<file path="config.mk">
export PLATFORM = sky130hd
export DESIGN_NAME = psri_device_flat
export DESIGN_NICKNAME = d
export VERILOG_FILES = /design/src/psri_pkg.sv /design/src/psri_if.sv /design/src/psri_device.sv /design/src/flat_wrapper.sv
export SDC_FILE = /design/constraint.sdc
export NUM_CORES = 1
export LEC_CHECK = 0
export BUFFER_PORTS_ARGS = -buffer_cell sky130_fd_sc_hd__buf_2
export CAP_MARGIN = 10
export CORE_AREA = 2 2 73 75
export CTS_BUF_LIST = sky130_fd_sc_hd__clkbuf_4
export CTS_CLUSTER_SIZE = 40
export DETAILED_ROUTE_END_ITERATION = 10
export DIE_AREA = 0 0 75 77
export GPL_TIMING_DRIVEN = 0
export PLACE_DENSITY = 0.64
export SYNTH_ARGS = -nofsm -noshare
export SYNTH_HDL_FRONTEND = slang
export SYNTH_SLANG_ARGS = --single-unit
</file>
<file path="constraint.sdc">
create_clock -name clk -period 1.7 [get_ports clk]
set_clock_uncertainty 0.15 [all_clocks]
set_input_delay 0.085 -clock clk [delete_from_list [all_inputs] [get_ports clk]]
set_output_delay 0.085 -clock clk [all_outputs]
set_load 0.02 [all_outputs]
</file>
<file path="src/psri_pkg.sv">
package psri_pkg;

  // ----------------------------------------------------------------
  // Widths and clock
  // ----------------------------------------------------------------
  localparam int CLK_PERIOD_NS = 50;
  localparam int IN_WIDTH      = 12;
  localparam int REG_WIDTH     = 10;
  localparam int CNT_WIDTH     = 8;

  // Speed grade used for the grade-dependent figures: 1 fast, 0 slow
  localparam bit FAST_GRADE = 1'b1;

  // ----------------------------------------------------------------
  // Reset values
  // ----------------------------------------------------------------
  localparam logic [REG_WIDTH-1:0] REG_RESET      = 10'h000;
  localparam logic [IN_WIDTH-1:0]  IN_RESET       = 12'h000;
  localparam logic [CNT_WIDTH-1:0] CNT_RESET      = 8'h00;
  localparam logic [REG_WIDTH-1:0] POLARITY_RESET = 10'h000;

  // ----------------------------------------------------------------
  // Cycle rounding: least times round up, longest round down; neither goes below one cycle
  // ----------------------------------------------------------------
  function automatic int ceil_cyc(input int ns);
    int c;
    c = (ns + CLK_PERIOD_NS - 1) / CLK_PERIOD_NS;
    return (c < 1) ? 1 : c;
  endfunction : ceil_cyc

  function automatic int floor_cyc(input int ns);
    int c;
    c = ns / CLK_PERIOD_NS;
    return (c < 1) ? 1 : c;
  endfunction : floor_cyc

  // ----------------------------------------------------------------
  // Times in their own units
  // ----------------------------------------------------------------
  localparam int SENSE_VALID_PULSE_NS  = 5;
  localparam int SENSE_IGNORE_PULSE_NS = 1;
  localparam int IDLE_MIN_NS           = 100;
  localparam int IDLE_MAX_NS           = 250;
  localparam int WAKE_ADD_NS           = FAST_GRADE ? 15 : 20;
  localparam int SLEEP_PULSE_HIGH_MIN_NS = 40;
  localparam int SLEEP_PULSE_LOW_MIN_NS  = FAST_GRADE ? 30 : 40;
  localparam int SLEEP_INPUT_HOLD_NS     = FAST_GRADE ? 15 : 25;
  localparam int WAKE_TO_INPUT_VALID_NS  = FAST_GRADE ? 20 : 25;
  localparam int WAKE_TO_CLOCK_VALID_NS  = FAST_GRADE ? 30 : 35;
  localparam int WAKE_TO_OUTPUT_VALID_NS = FAST_GRADE ? 35 : 45;
  localparam int POWER_UP_RESET_US       = 10;

  // ----------------------------------------------------------------
  // Timing counts in clock cycles
  // ----------------------------------------------------------------
  localparam int SENSE_VALID_PULSE_CYC  = ceil_cyc(SENSE_VALID_PULSE_NS);
  localparam int SENSE_IGNORE_PULSE_CYC = floor_cyc(SENSE_IGNORE_PULSE_NS);
  localparam int IDLE_ENTER_CYC         = ceil_cyc(IDLE_MIN_NS);
  localparam int IDLE_MAX_CYC           = floor_cyc(IDLE_MAX_NS);
  localparam int WAKE_ADD_CYC           = floor_cyc(WAKE_ADD_NS);
  localparam int SLEEP_HIGH_CYC  = ceil_cyc(SLEEP_PULSE_HIGH_MIN_NS);
  localparam int SLEEP_LOW_CYC   = ceil_cyc(SLEEP_PULSE_LOW_MIN_NS);
  localparam int SLEEP_HOLD_CYC  = ceil_cyc(SLEEP_INPUT_HOLD_NS);
  localparam int WAKE_INPUT_CYC  = ceil_cyc(WAKE_TO_INPUT_VALID_NS);
  localparam int WAKE_CLOCK_CYC  = ceil_cyc(WAKE_TO_CLOCK_VALID_NS);
  localparam int WAKE_OUTPUT_CYC = floor_cyc(WAKE_TO_OUTPUT_VALID_NS);
  localparam int POWER_UP_CYC    = floor_cyc(POWER_UP_RESET_US * 1000);

  // Host waits: longest of the figures that share one wait
  localparam int HOST_SLEEP_CYC =
    (SLEEP_HIGH_CYC > SLEEP_HOLD_CYC) ? SLEEP_HIGH_CYC : SLEEP_HOLD_CYC;
  localparam int HOST_WAKE_A =
    (SLEEP_LOW_CYC > WAKE_INPUT_CYC) ? SLEEP_LOW_CYC : WAKE_INPUT_CYC;
  localparam int HOST_WAKE_CYC =
    (HOST_WAKE_A > WAKE_CLOCK_CYC) ? HOST_WAKE_A : WAKE_CLOCK_CYC;

  // ----------------------------------------------------------------
  // State encodings (Gray along the usual path up to the wake state; the step back to active or run is not)
  // ----------------------------------------------------------------
  typedef enum logic [1:0] {
    PSRI_DEV_ACTIVE  = 2'h0,
    PSRI_DEV_STANDBY = 2'h1,
    PSRI_DEV_WAKING  = 2'h3
  } psri_dev_state_t;

  typedef enum logic [2:0] {
    PSRI_HOST_PWRUP = 3'h0,
    PSRI_HOST_RUN   = 3'h1,
    PSRI_HOST_HOLD  = 3'h3,
    PSRI_HOST_SLEEP = 3'h2,
    PSRI_HOST_WAKE  = 3'h6
  } psri_host_state_t;

endpackage : psri_pkg

</file>
<file path="src/psri_if.sv">
`timescale 1ns/1ps
interface psri_if;

  // Pins driven by the system logic
  logic                           autoSense;
  logic                           power_down_pin;
  logic [psri_pkg::IN_WIDTH-1:0]  dataIn;
  logic                           clockStrobe;
  logic                           preloadEn;
  logic [psri_pkg::REG_WIDTH-1:0] preloadData;

  // Pins driven by the device
  logic [psri_pkg::REG_WIDTH-1:0] regOut;
  logic                           standby;
  logic                           outValid;

  modport dev (
    input  autoSense,
    input  power_down_pin,
    input  dataIn,
    input  clockStrobe,
    input  preloadEn,
    input  preloadData,
    output regOut,
    output standby,
    output outValid
  );

  modport host (
    output autoSense,
    output power_down_pin,
    output dataIn,
    output clockStrobe,
    output preloadEn,
    output preloadData,
    input  regOut,
    input  standby,
    input  outValid
  );

endinterface : psri_if

</file>
<file path="src/psri_device.sv">
// Contract
// Auto variant sleeps after inputs stay idle
// Auto variant wakes on any input change
// Changes lasting one cycle wake device
// Sub-cycle glitches never count as changes
// Pin high sleeps, pin low wakes
// Power-down pin never feeds logic array
// Host holds pin high and low minimums
// Host keeps inputs valid after pin rises
// Host waits before inputs count after wake
// Host waits before clocking after wake
// Outputs valid soon after pin falls
// Power-up clears every register low
// Output pins apply polarity to registers
// Host keeps clock static during power-up
// Host clocks only after setup is met
// Each register can be preloaded synchronously
// Standby entered 100 to 250 ns idle
// Wake adds bounded delay to first outputs
// Registers keep contents through standby
`timescale 1ns/1ps
module psri_device #(
  parameter logic [psri_pkg::REG_WIDTH-1:0] OUT_POLARITY =
    psri_pkg::POLARITY_RESET
) (
  // Clock and reset
  input  wire logic clk,
  input  wire logic resetn,
  // Link to the system logic
  psri_if.dev       link
);

  // ----------------------------------------------------------------
  // Variant strap
  // ----------------------------------------------------------------
  logic autoVariant;
  logic strapTaken;
  logic next_autoVariant;
  logic next_strapTaken;

  // Strap caught on the first edge after reset release, not under it
  always_comb begin
    next_autoVariant = autoVariant;
    next_strapTaken  = 1'b1;
    if (!strapTaken) begin
      next_autoVariant = link.autoSense;
    end
  end

  always_ff @(posedge clk) begin
    if (!resetn) begin
      autoVariant <= 1'b0;
      strapTaken  <= 1'b0;
    end else begin
      autoVariant <= next_autoVariant;
      strapTaken  <= next_strapTaken;
    end
  end

  // ----------------------------------------------------------------
  // Input activity sensor
  // ----------------------------------------------------------------
  logic [psri_pkg::IN_WIDTH-1:0]  prevIn;
  logic [psri_pkg::IN_WIDTH-1:0]  next_prevIn;
  logic [psri_pkg::CNT_WIDTH-1:0] idleCnt;
  logic [psri_pkg::CNT_WIDTH-1:0] next_idleCnt;
  logic                           inputChange;
  logic                           idleReached;

  // Compare against the last sampled level: a level that lasts one
  // clock is seen, anything shorter than a clock cannot be sampled
  always_comb begin
    next_prevIn = link.dataIn;
    inputChange = (link.dataIn != prevIn)
                  || link.clockStrobe
                  || link.preloadEn;
    next_idleCnt = idleCnt;
    if (inputChange) begin
      next_idleCnt = psri_pkg::CNT_RESET;
    end else if (!idleReached) begin
      next_idleCnt = idleCnt + 8'h01;
    end
  end

  // Saturates once idle long enough; standby decision reads it
  assign idleReached =
    (idleCnt >= psri_pkg::CNT_WIDTH'(psri_pkg::IDLE_ENTER_CYC));

  always_ff @(posedge clk) begin
    if (!resetn) begin
      prevIn  <= psri_pkg::IN_RESET;
      idleCnt <= psri_pkg::CNT_RESET;
    end else begin
      prevIn  <= next_prevIn;
      idleCnt <= next_idleCnt;
    end
  end

  // ----------------------------------------------------------------
  // Power state machine
  // ----------------------------------------------------------------
  psri_pkg::psri_dev_state_t      state;
  psri_pkg::psri_dev_state_t      next_state;
  logic [psri_pkg::CNT_WIDTH-1:0] wakeCnt;
  logic [psri_pkg::CNT_WIDTH-1:0] next_wakeCnt;
  logic [psri_pkg::CNT_WIDTH-1:0] wakeLen;

  // Pin variant waits out the output-valid figure, auto the wake add
  assign wakeLen = autoVariant
    ? psri_pkg::CNT_WIDTH'(psri_pkg::WAKE_ADD_CYC)
    : psri_pkg::CNT_WIDTH'(psri_pkg::WAKE_OUTPUT_CYC);

  always_comb begin
    next_state   = state;
    next_wakeCnt = wakeCnt;
    case (state)
      psri_pkg::PSRI_DEV_ACTIVE: begin
        next_wakeCnt = psri_pkg::CNT_RESET;
        if (!autoVariant && link.power_down_pin) begin
          next_state = psri_pkg::PSRI_DEV_STANDBY;
        end else if (autoVariant && idleReached && !inputChange) begin
          next_state = psri_pkg::PSRI_DEV_STANDBY;
        end
      end
      psri_pkg::PSRI_DEV_STANDBY: begin
        next_wakeCnt = psri_pkg::CNT_RESET;
        if (!autoVariant && !link.power_down_pin) begin
          next_state = psri_pkg::PSRI_DEV_WAKING;
        end else if (autoVariant && inputChange) begin
          next_state = psri_pkg::PSRI_DEV_WAKING;
        end
      end
      psri_pkg::PSRI_DEV_WAKING: begin
        next_wakeCnt = wakeCnt + 8'h01;
        if (!autoVariant && link.power_down_pin) begin
          next_state = psri_pkg::PSRI_DEV_STANDBY;
        end else if (next_wakeCnt >= wakeLen) begin
          next_state = psri_pkg::PSRI_DEV_ACTIVE;
        end
      end
      default: begin
        next_state   = psri_pkg::PSRI_DEV_ACTIVE;
        next_wakeCnt = psri_pkg::CNT_RESET;
      end
    endcase
  end

  always_ff @(posedge clk) begin
    if (!resetn) begin
      state   <= psri_pkg::PSRI_DEV_ACTIVE;
      wakeCnt <= psri_pkg::CNT_RESET;
    end else begin
      state   <= next_state;
      wakeCnt <= next_wakeCnt;
    end
  end

  // ----------------------------------------------------------------
  // Output registers, preload and polarity
  // ----------------------------------------------------------------
  logic [psri_pkg::REG_WIDTH-1:0] qReg;
  logic [psri_pkg::REG_WIDTH-1:0] next_qReg;
  logic [psri_pkg::REG_WIDTH-1:0] outPin;
  logic [psri_pkg::REG_WIDTH-1:0] next_outPin;
  logic                           standbyOut;
  logic                           next_standbyOut;
  logic                           validOut;
  logic                           next_validOut;
  logic                           canClock;

  // Pin variant freezes the array while asleep; auto variant runs the
  // edge at once since the wake only stretches delays
  assign canClock = autoVariant || (state == psri_pkg::PSRI_DEV_ACTIVE);

  // The power-down pin never appears in the array function
  always_comb begin
    next_qReg = qReg;
    if (canClock && link.preloadEn) begin
      next_qReg = link.preloadData;
    end else if (canClock && link.clockStrobe) begin
      next_qReg = link.dataIn[psri_pkg::REG_WIDTH-1:0];
    end
    next_outPin     = next_qReg ^ OUT_POLARITY;
    next_standbyOut = (next_state == psri_pkg::PSRI_DEV_STANDBY);
    next_validOut   = (next_state == psri_pkg::PSRI_DEV_ACTIVE);
  end

  // Reset clears the flops in one edge, far inside the power-up limit
  always_ff @(posedge clk) begin
    if (!resetn) begin
      qReg       <= psri_pkg::REG_RESET;
      outPin     <= psri_pkg::REG_RESET ^ OUT_POLARITY;
      standbyOut <= 1'b0;
      validOut   <= 1'b0;
    end else begin
      qReg       <= next_qReg;
      outPin     <= next_outPin;
      standbyOut <= next_standbyOut;
      validOut   <= next_validOut;
    end
  end

  // Pins
  assign link.regOut   = outPin;
  assign link.standby  = standbyOut;
  assign link.outValid = validOut;

endmodule : psri_device

</file>
<file path="src/flat_wrapper.sv">
// flat-port wrapper written by rule: the top's interface ports become plain ports
module psri_device_flat 
#(
  parameter logic [psri_pkg::REG_WIDTH-1:0] OUT_POLARITY =
    psri_pkg::POLARITY_RESET
)
  (clk, resetn, link_autoSense, link_power_down_pin, link_dataIn, link_clockStrobe, link_preloadEn, link_preloadData, link_regOut, link_standby, link_outValid);
  psri_if link_i ();
  input  wire logic clk;
  input  wire logic resetn;
  input wire logic [$bits(link_i.autoSense)-1:0] link_autoSense;
  input wire logic [$bits(link_i.power_down_pin)-1:0] link_power_down_pin;
  input wire logic [$bits(link_i.dataIn)-1:0] link_dataIn;
  input wire logic [$bits(link_i.clockStrobe)-1:0] link_clockStrobe;
  input wire logic [$bits(link_i.preloadEn)-1:0] link_preloadEn;
  input wire logic [$bits(link_i.preloadData)-1:0] link_preloadData;
  output wire logic [$bits(link_i.regOut)-1:0] link_regOut;
  output wire logic [$bits(link_i.standby)-1:0] link_standby;
  output wire logic [$bits(link_i.outValid)-1:0] link_outValid;
  assign link_i.autoSense = link_autoSense;
  assign link_i.power_down_pin = link_power_down_pin;
  assign link_i.dataIn = link_dataIn;
  assign link_i.clockStrobe = link_clockStrobe;
  assign link_i.preloadEn = link_preloadEn;
  assign link_i.preloadData = link_preloadData;
  assign link_regOut = link_i.regOut;
  assign link_standby = link_i.standby;
  assign link_outValid = link_i.outValid;
  psri_device #(.OUT_POLARITY(OUT_POLARITY)) u_core (.clk(clk), .resetn(resetn), .link(link_i));
endmodule
</file>
==> results.md <==
- Leakage: between 1 and 1.5 nW
- Final period utilization: 105%
- Final number of max-transition violations: 0
- CORE AREA: roughly 5000 um2
- Rows: 26
- Effective utilization at floorplan: a little under two fifths
- Register area share after synthesis: between 40% and 50%
- Largest net degree at the start of global routing: 14
- Fill count: 468
- Final antenna diode count: 0
- Actual slew at the worst max-slew pin: ~0.47 ns
- Synth Register Bits: 44
- CTS buffer count: 5
- RSZ-0062 raised after global routing: yes
- Synthesized area: ~1900 um2
- Die span in x: between 70 and 80 um
- DP Worst Slack: -0.129 ns
- CP cell instances: ha_4 > or3_4 > a211oi_2 > o211ai_2 > o211ai_2 > and3b_1
- Worst Path Arrival: 1.90 ns
- Cell count after synthesis: 189
- Min-delay worst type: input port to flip-flop
- Die area: 5780 um2
- Gpl congestion: around 0.69
- Drt first pass iters: 4
- Yosys top cell by area: dfxtp_1
- Async S/R FF share, synth: 0%
- CP startpoint kind: flip-flop
- Worst hold slack: roughly 0.043 ns
- Share of cells above drive strength 1: 27.7%
- IO Port Bufs: 39
- Routed len/inst: ~12 um
- Vias in the first global route: approximately 1500
- I/O Pins: 40
- Max Clk Rate: around 0.56 GHz
- Clk root buf: clkbuf_4
- Crit path top cell by count: o211ai_2
- Max Buffers Root-to-Sink: 2
- Utilization after layout: between 50% and 60%
- Detailed Place HPWL: roughly 2700 um
- Syn Nets: 221
- Clock net sink count: 44
- Area Growth Syn to Fin: 38.0%
- Final setup fails: 2
- Final hold violation count: 0
- Final nets: about 300
- Synth top area cells: dfxtp_1, and2_1, xnor2_1, o221ai_1, a21boi_0
- Setup ws final: -0.0791 ns
- Peak VDD IR: just over 400 uV
- MaxCap Viol Count: 0
- Antenna-violating nets left: 0
- Overall routed net length: about 4100 um
- Clock transition at path regs: 0.13 ns
- WS Path Type: flip-flop to flip-flop
- Grt ovf: 0
- Critical Path Sink Type: flip-flop
- Avg Synthesized Cell Area: approximately 9.8 um2
- Worst skew pair latency: 0.37 ns
- Slew margin rel.: roughly two thirds
- Antenna violations before repair: 0
- First-pass GRT wire length: between 6000 and 7000 um
- Worst Path Required: 1.82 ns
- Top FF cell, synth: dfxtp_1
- PwrDens: around 800 nW/um2
- Warnings, synthesis: 0
- Synth top area share: between 40% and 50%
- Total GRT Usage: around 15%
- TritonCTS clock tree: yes
- EDFF count, synth: 0
- Netlist cell types: 39
- Average vias per placed instance: approximately 4.8
- Failing checks: setup timing
- H-tree levels: 2
- Slowest stage delay, CP: 0.38 ns
- Post-route setup TNS: -0.0984 ns
- Fin crit period: approximately 1.8 ns
- Initial DRC count: 57
- Die height: 77 um
- DRC violations left: 0
- Slowest CP cell: dfxtp_4
- Status: complete, but fails checks
- Crit-path max FO: 4
- Vias: 1601
## layout make-up
class | count | area, um2 | share of cell area [%]
buffer | 5 | 27.5 | 1.08
clock buffer | 5 | 37.5 | 1.47
clock inverter | 3 | 37.5 | 1.47
inverter | 6 | 22.5 | 0.880
multi-input combinational | 134 | 991 | 38.7
sequential | 44 | 890 | 34.8
tap | 70 | 87.6 | 3.42
timing repair buffer | 67 | 465 | 18.2
## registers in the layout (all words and copies together) (netlist names)
signal	flops
u_core.autoVariant	1
u_core.idleCnt	8
u_core.link.outValid	1
u_core.link.standby	1
u_core.prevIn	12
u_core.qReg	10
u_core.state	2
u_core.strapTaken	1
u_core.wakeCnt	8
## cell usage after synthesis (2+ instances only)
cell type and number:
dfxtp_1 44, and2_1 20, nand2_1 17, nor2_1 11
xnor2_1 11, a21boi_0 10, o221ai_1 10, xor2_1 7
inv_1 5, nand3_1 5, ha_1 4, nand4_1 4
nor3_1 4, o21a_1 3, a211o_1 2, a21oi_1 2
buf_2 2, clkbuf_1 2, nor2b_1 2, nor4_1 2
o211ai_2 2, o21ai_0 2, or3_1 2
## power breakdown
group	internal, mW	total (mW)	switching, mW
registers	1.08	1.10	0.0251
logic	0.153	0.311	0.158
clock network	0.300	0.647	0.346
total	1.53	2.06	0.529
## metrics by stage
| step | instance area (um2) | power [mW] | cells |
|---|---|---|---|
| detailed placement | 2150 | 1.38 | 298 |
| global placement | 2150 | 1.38 | 298 |
| CTS | 2510 | 2.07 | 334 |
| floorplan | 1870 | 1.28 | 189 |
| finish | 2560 | 2.06 | 334 |
| global route | 2560 | 2.15 | 334 |
## layer usage
| layer | up-vias | global-route usage [%] | part of all wire, % |
|---|---|---|---|
| met2 | 40 | 24.6 | 47 |
| li1 | 809 | - | - |
| met4 | 0 | 6.43 | 2.1 |
| met3 | 8 | 4.07 | 4.6 |
| met1 | 744 | 18.4 | 47 |
| met5 | - | 0 | 0 |
## repair_timing
action / CTS / global route
gates resized for setup: 4 / 10
setup buffers: 4 / 0
endpoints found under the hold margin: 25 / 0
hold buffers: 24 / 0
pin swaps: 2 / 3
setup endpoints to repair: 11 / 14
## final timing paths
path                                 from                               to  slack (ns)  cells after the start
min                   link_power_down_pin  u_core.link.outValid$_SDFF_PN0_        0.04                      4
max reg2reg  u_core.wakeCnt[1]$_SDFF_PN0_   u_core.link.standby$_SDFF_PN0_       -0.08                      6
min reg2reg   u_core.qReg[6]$_SDFFE_PN0P_      u_core.qReg[6]$_SDFFE_PN0P_        0.32                      2
max          u_core.wakeCnt[1]$_SDFF_PN0_   u_core.link.standby$_SDFF_PN0_       -0.08                      6
## placed cells by master, fill, tap and decap left out, types with 4 or more instances in the layout
cell type,count
nand4_1,4
o221ai_1,10
nor2_1,11
nand2_1,17
inv_1,5
clkbuf_4,6
xor2_1,7
xnor2_1,11
buf_2,40
dfxtp_1,41
dlygate4sd3_1,24
a21boi_0,10
nand3_1,4
and2_1,20
buf_4,5
## worst max-delay path: cells and delay by family, from the launching register on
kind | cells | cell delay [ns]
fa+ha+maj | 1 | 0.16
simple gates | 2 | 0.52
flops | 1 | 0.38
compound gates | 3 | 0.46
## logic make-up after synthesis
kind of cell / count (synthesis) / share of synthesized area, %
XOR/XNOR: 18 / 8.50
AND/OR/NAND/NOR: 74 / 21.7
flip-flops: 44 / 47.5
adder cells (fa/ha/maj): 4 / 2.70
AO/OA/AOI/OAI: 37 / 16.5
buffers and inverters: 11 / 2.56
multiplexers: 1 / 0.540
Power figures use the tool's default switching activity.
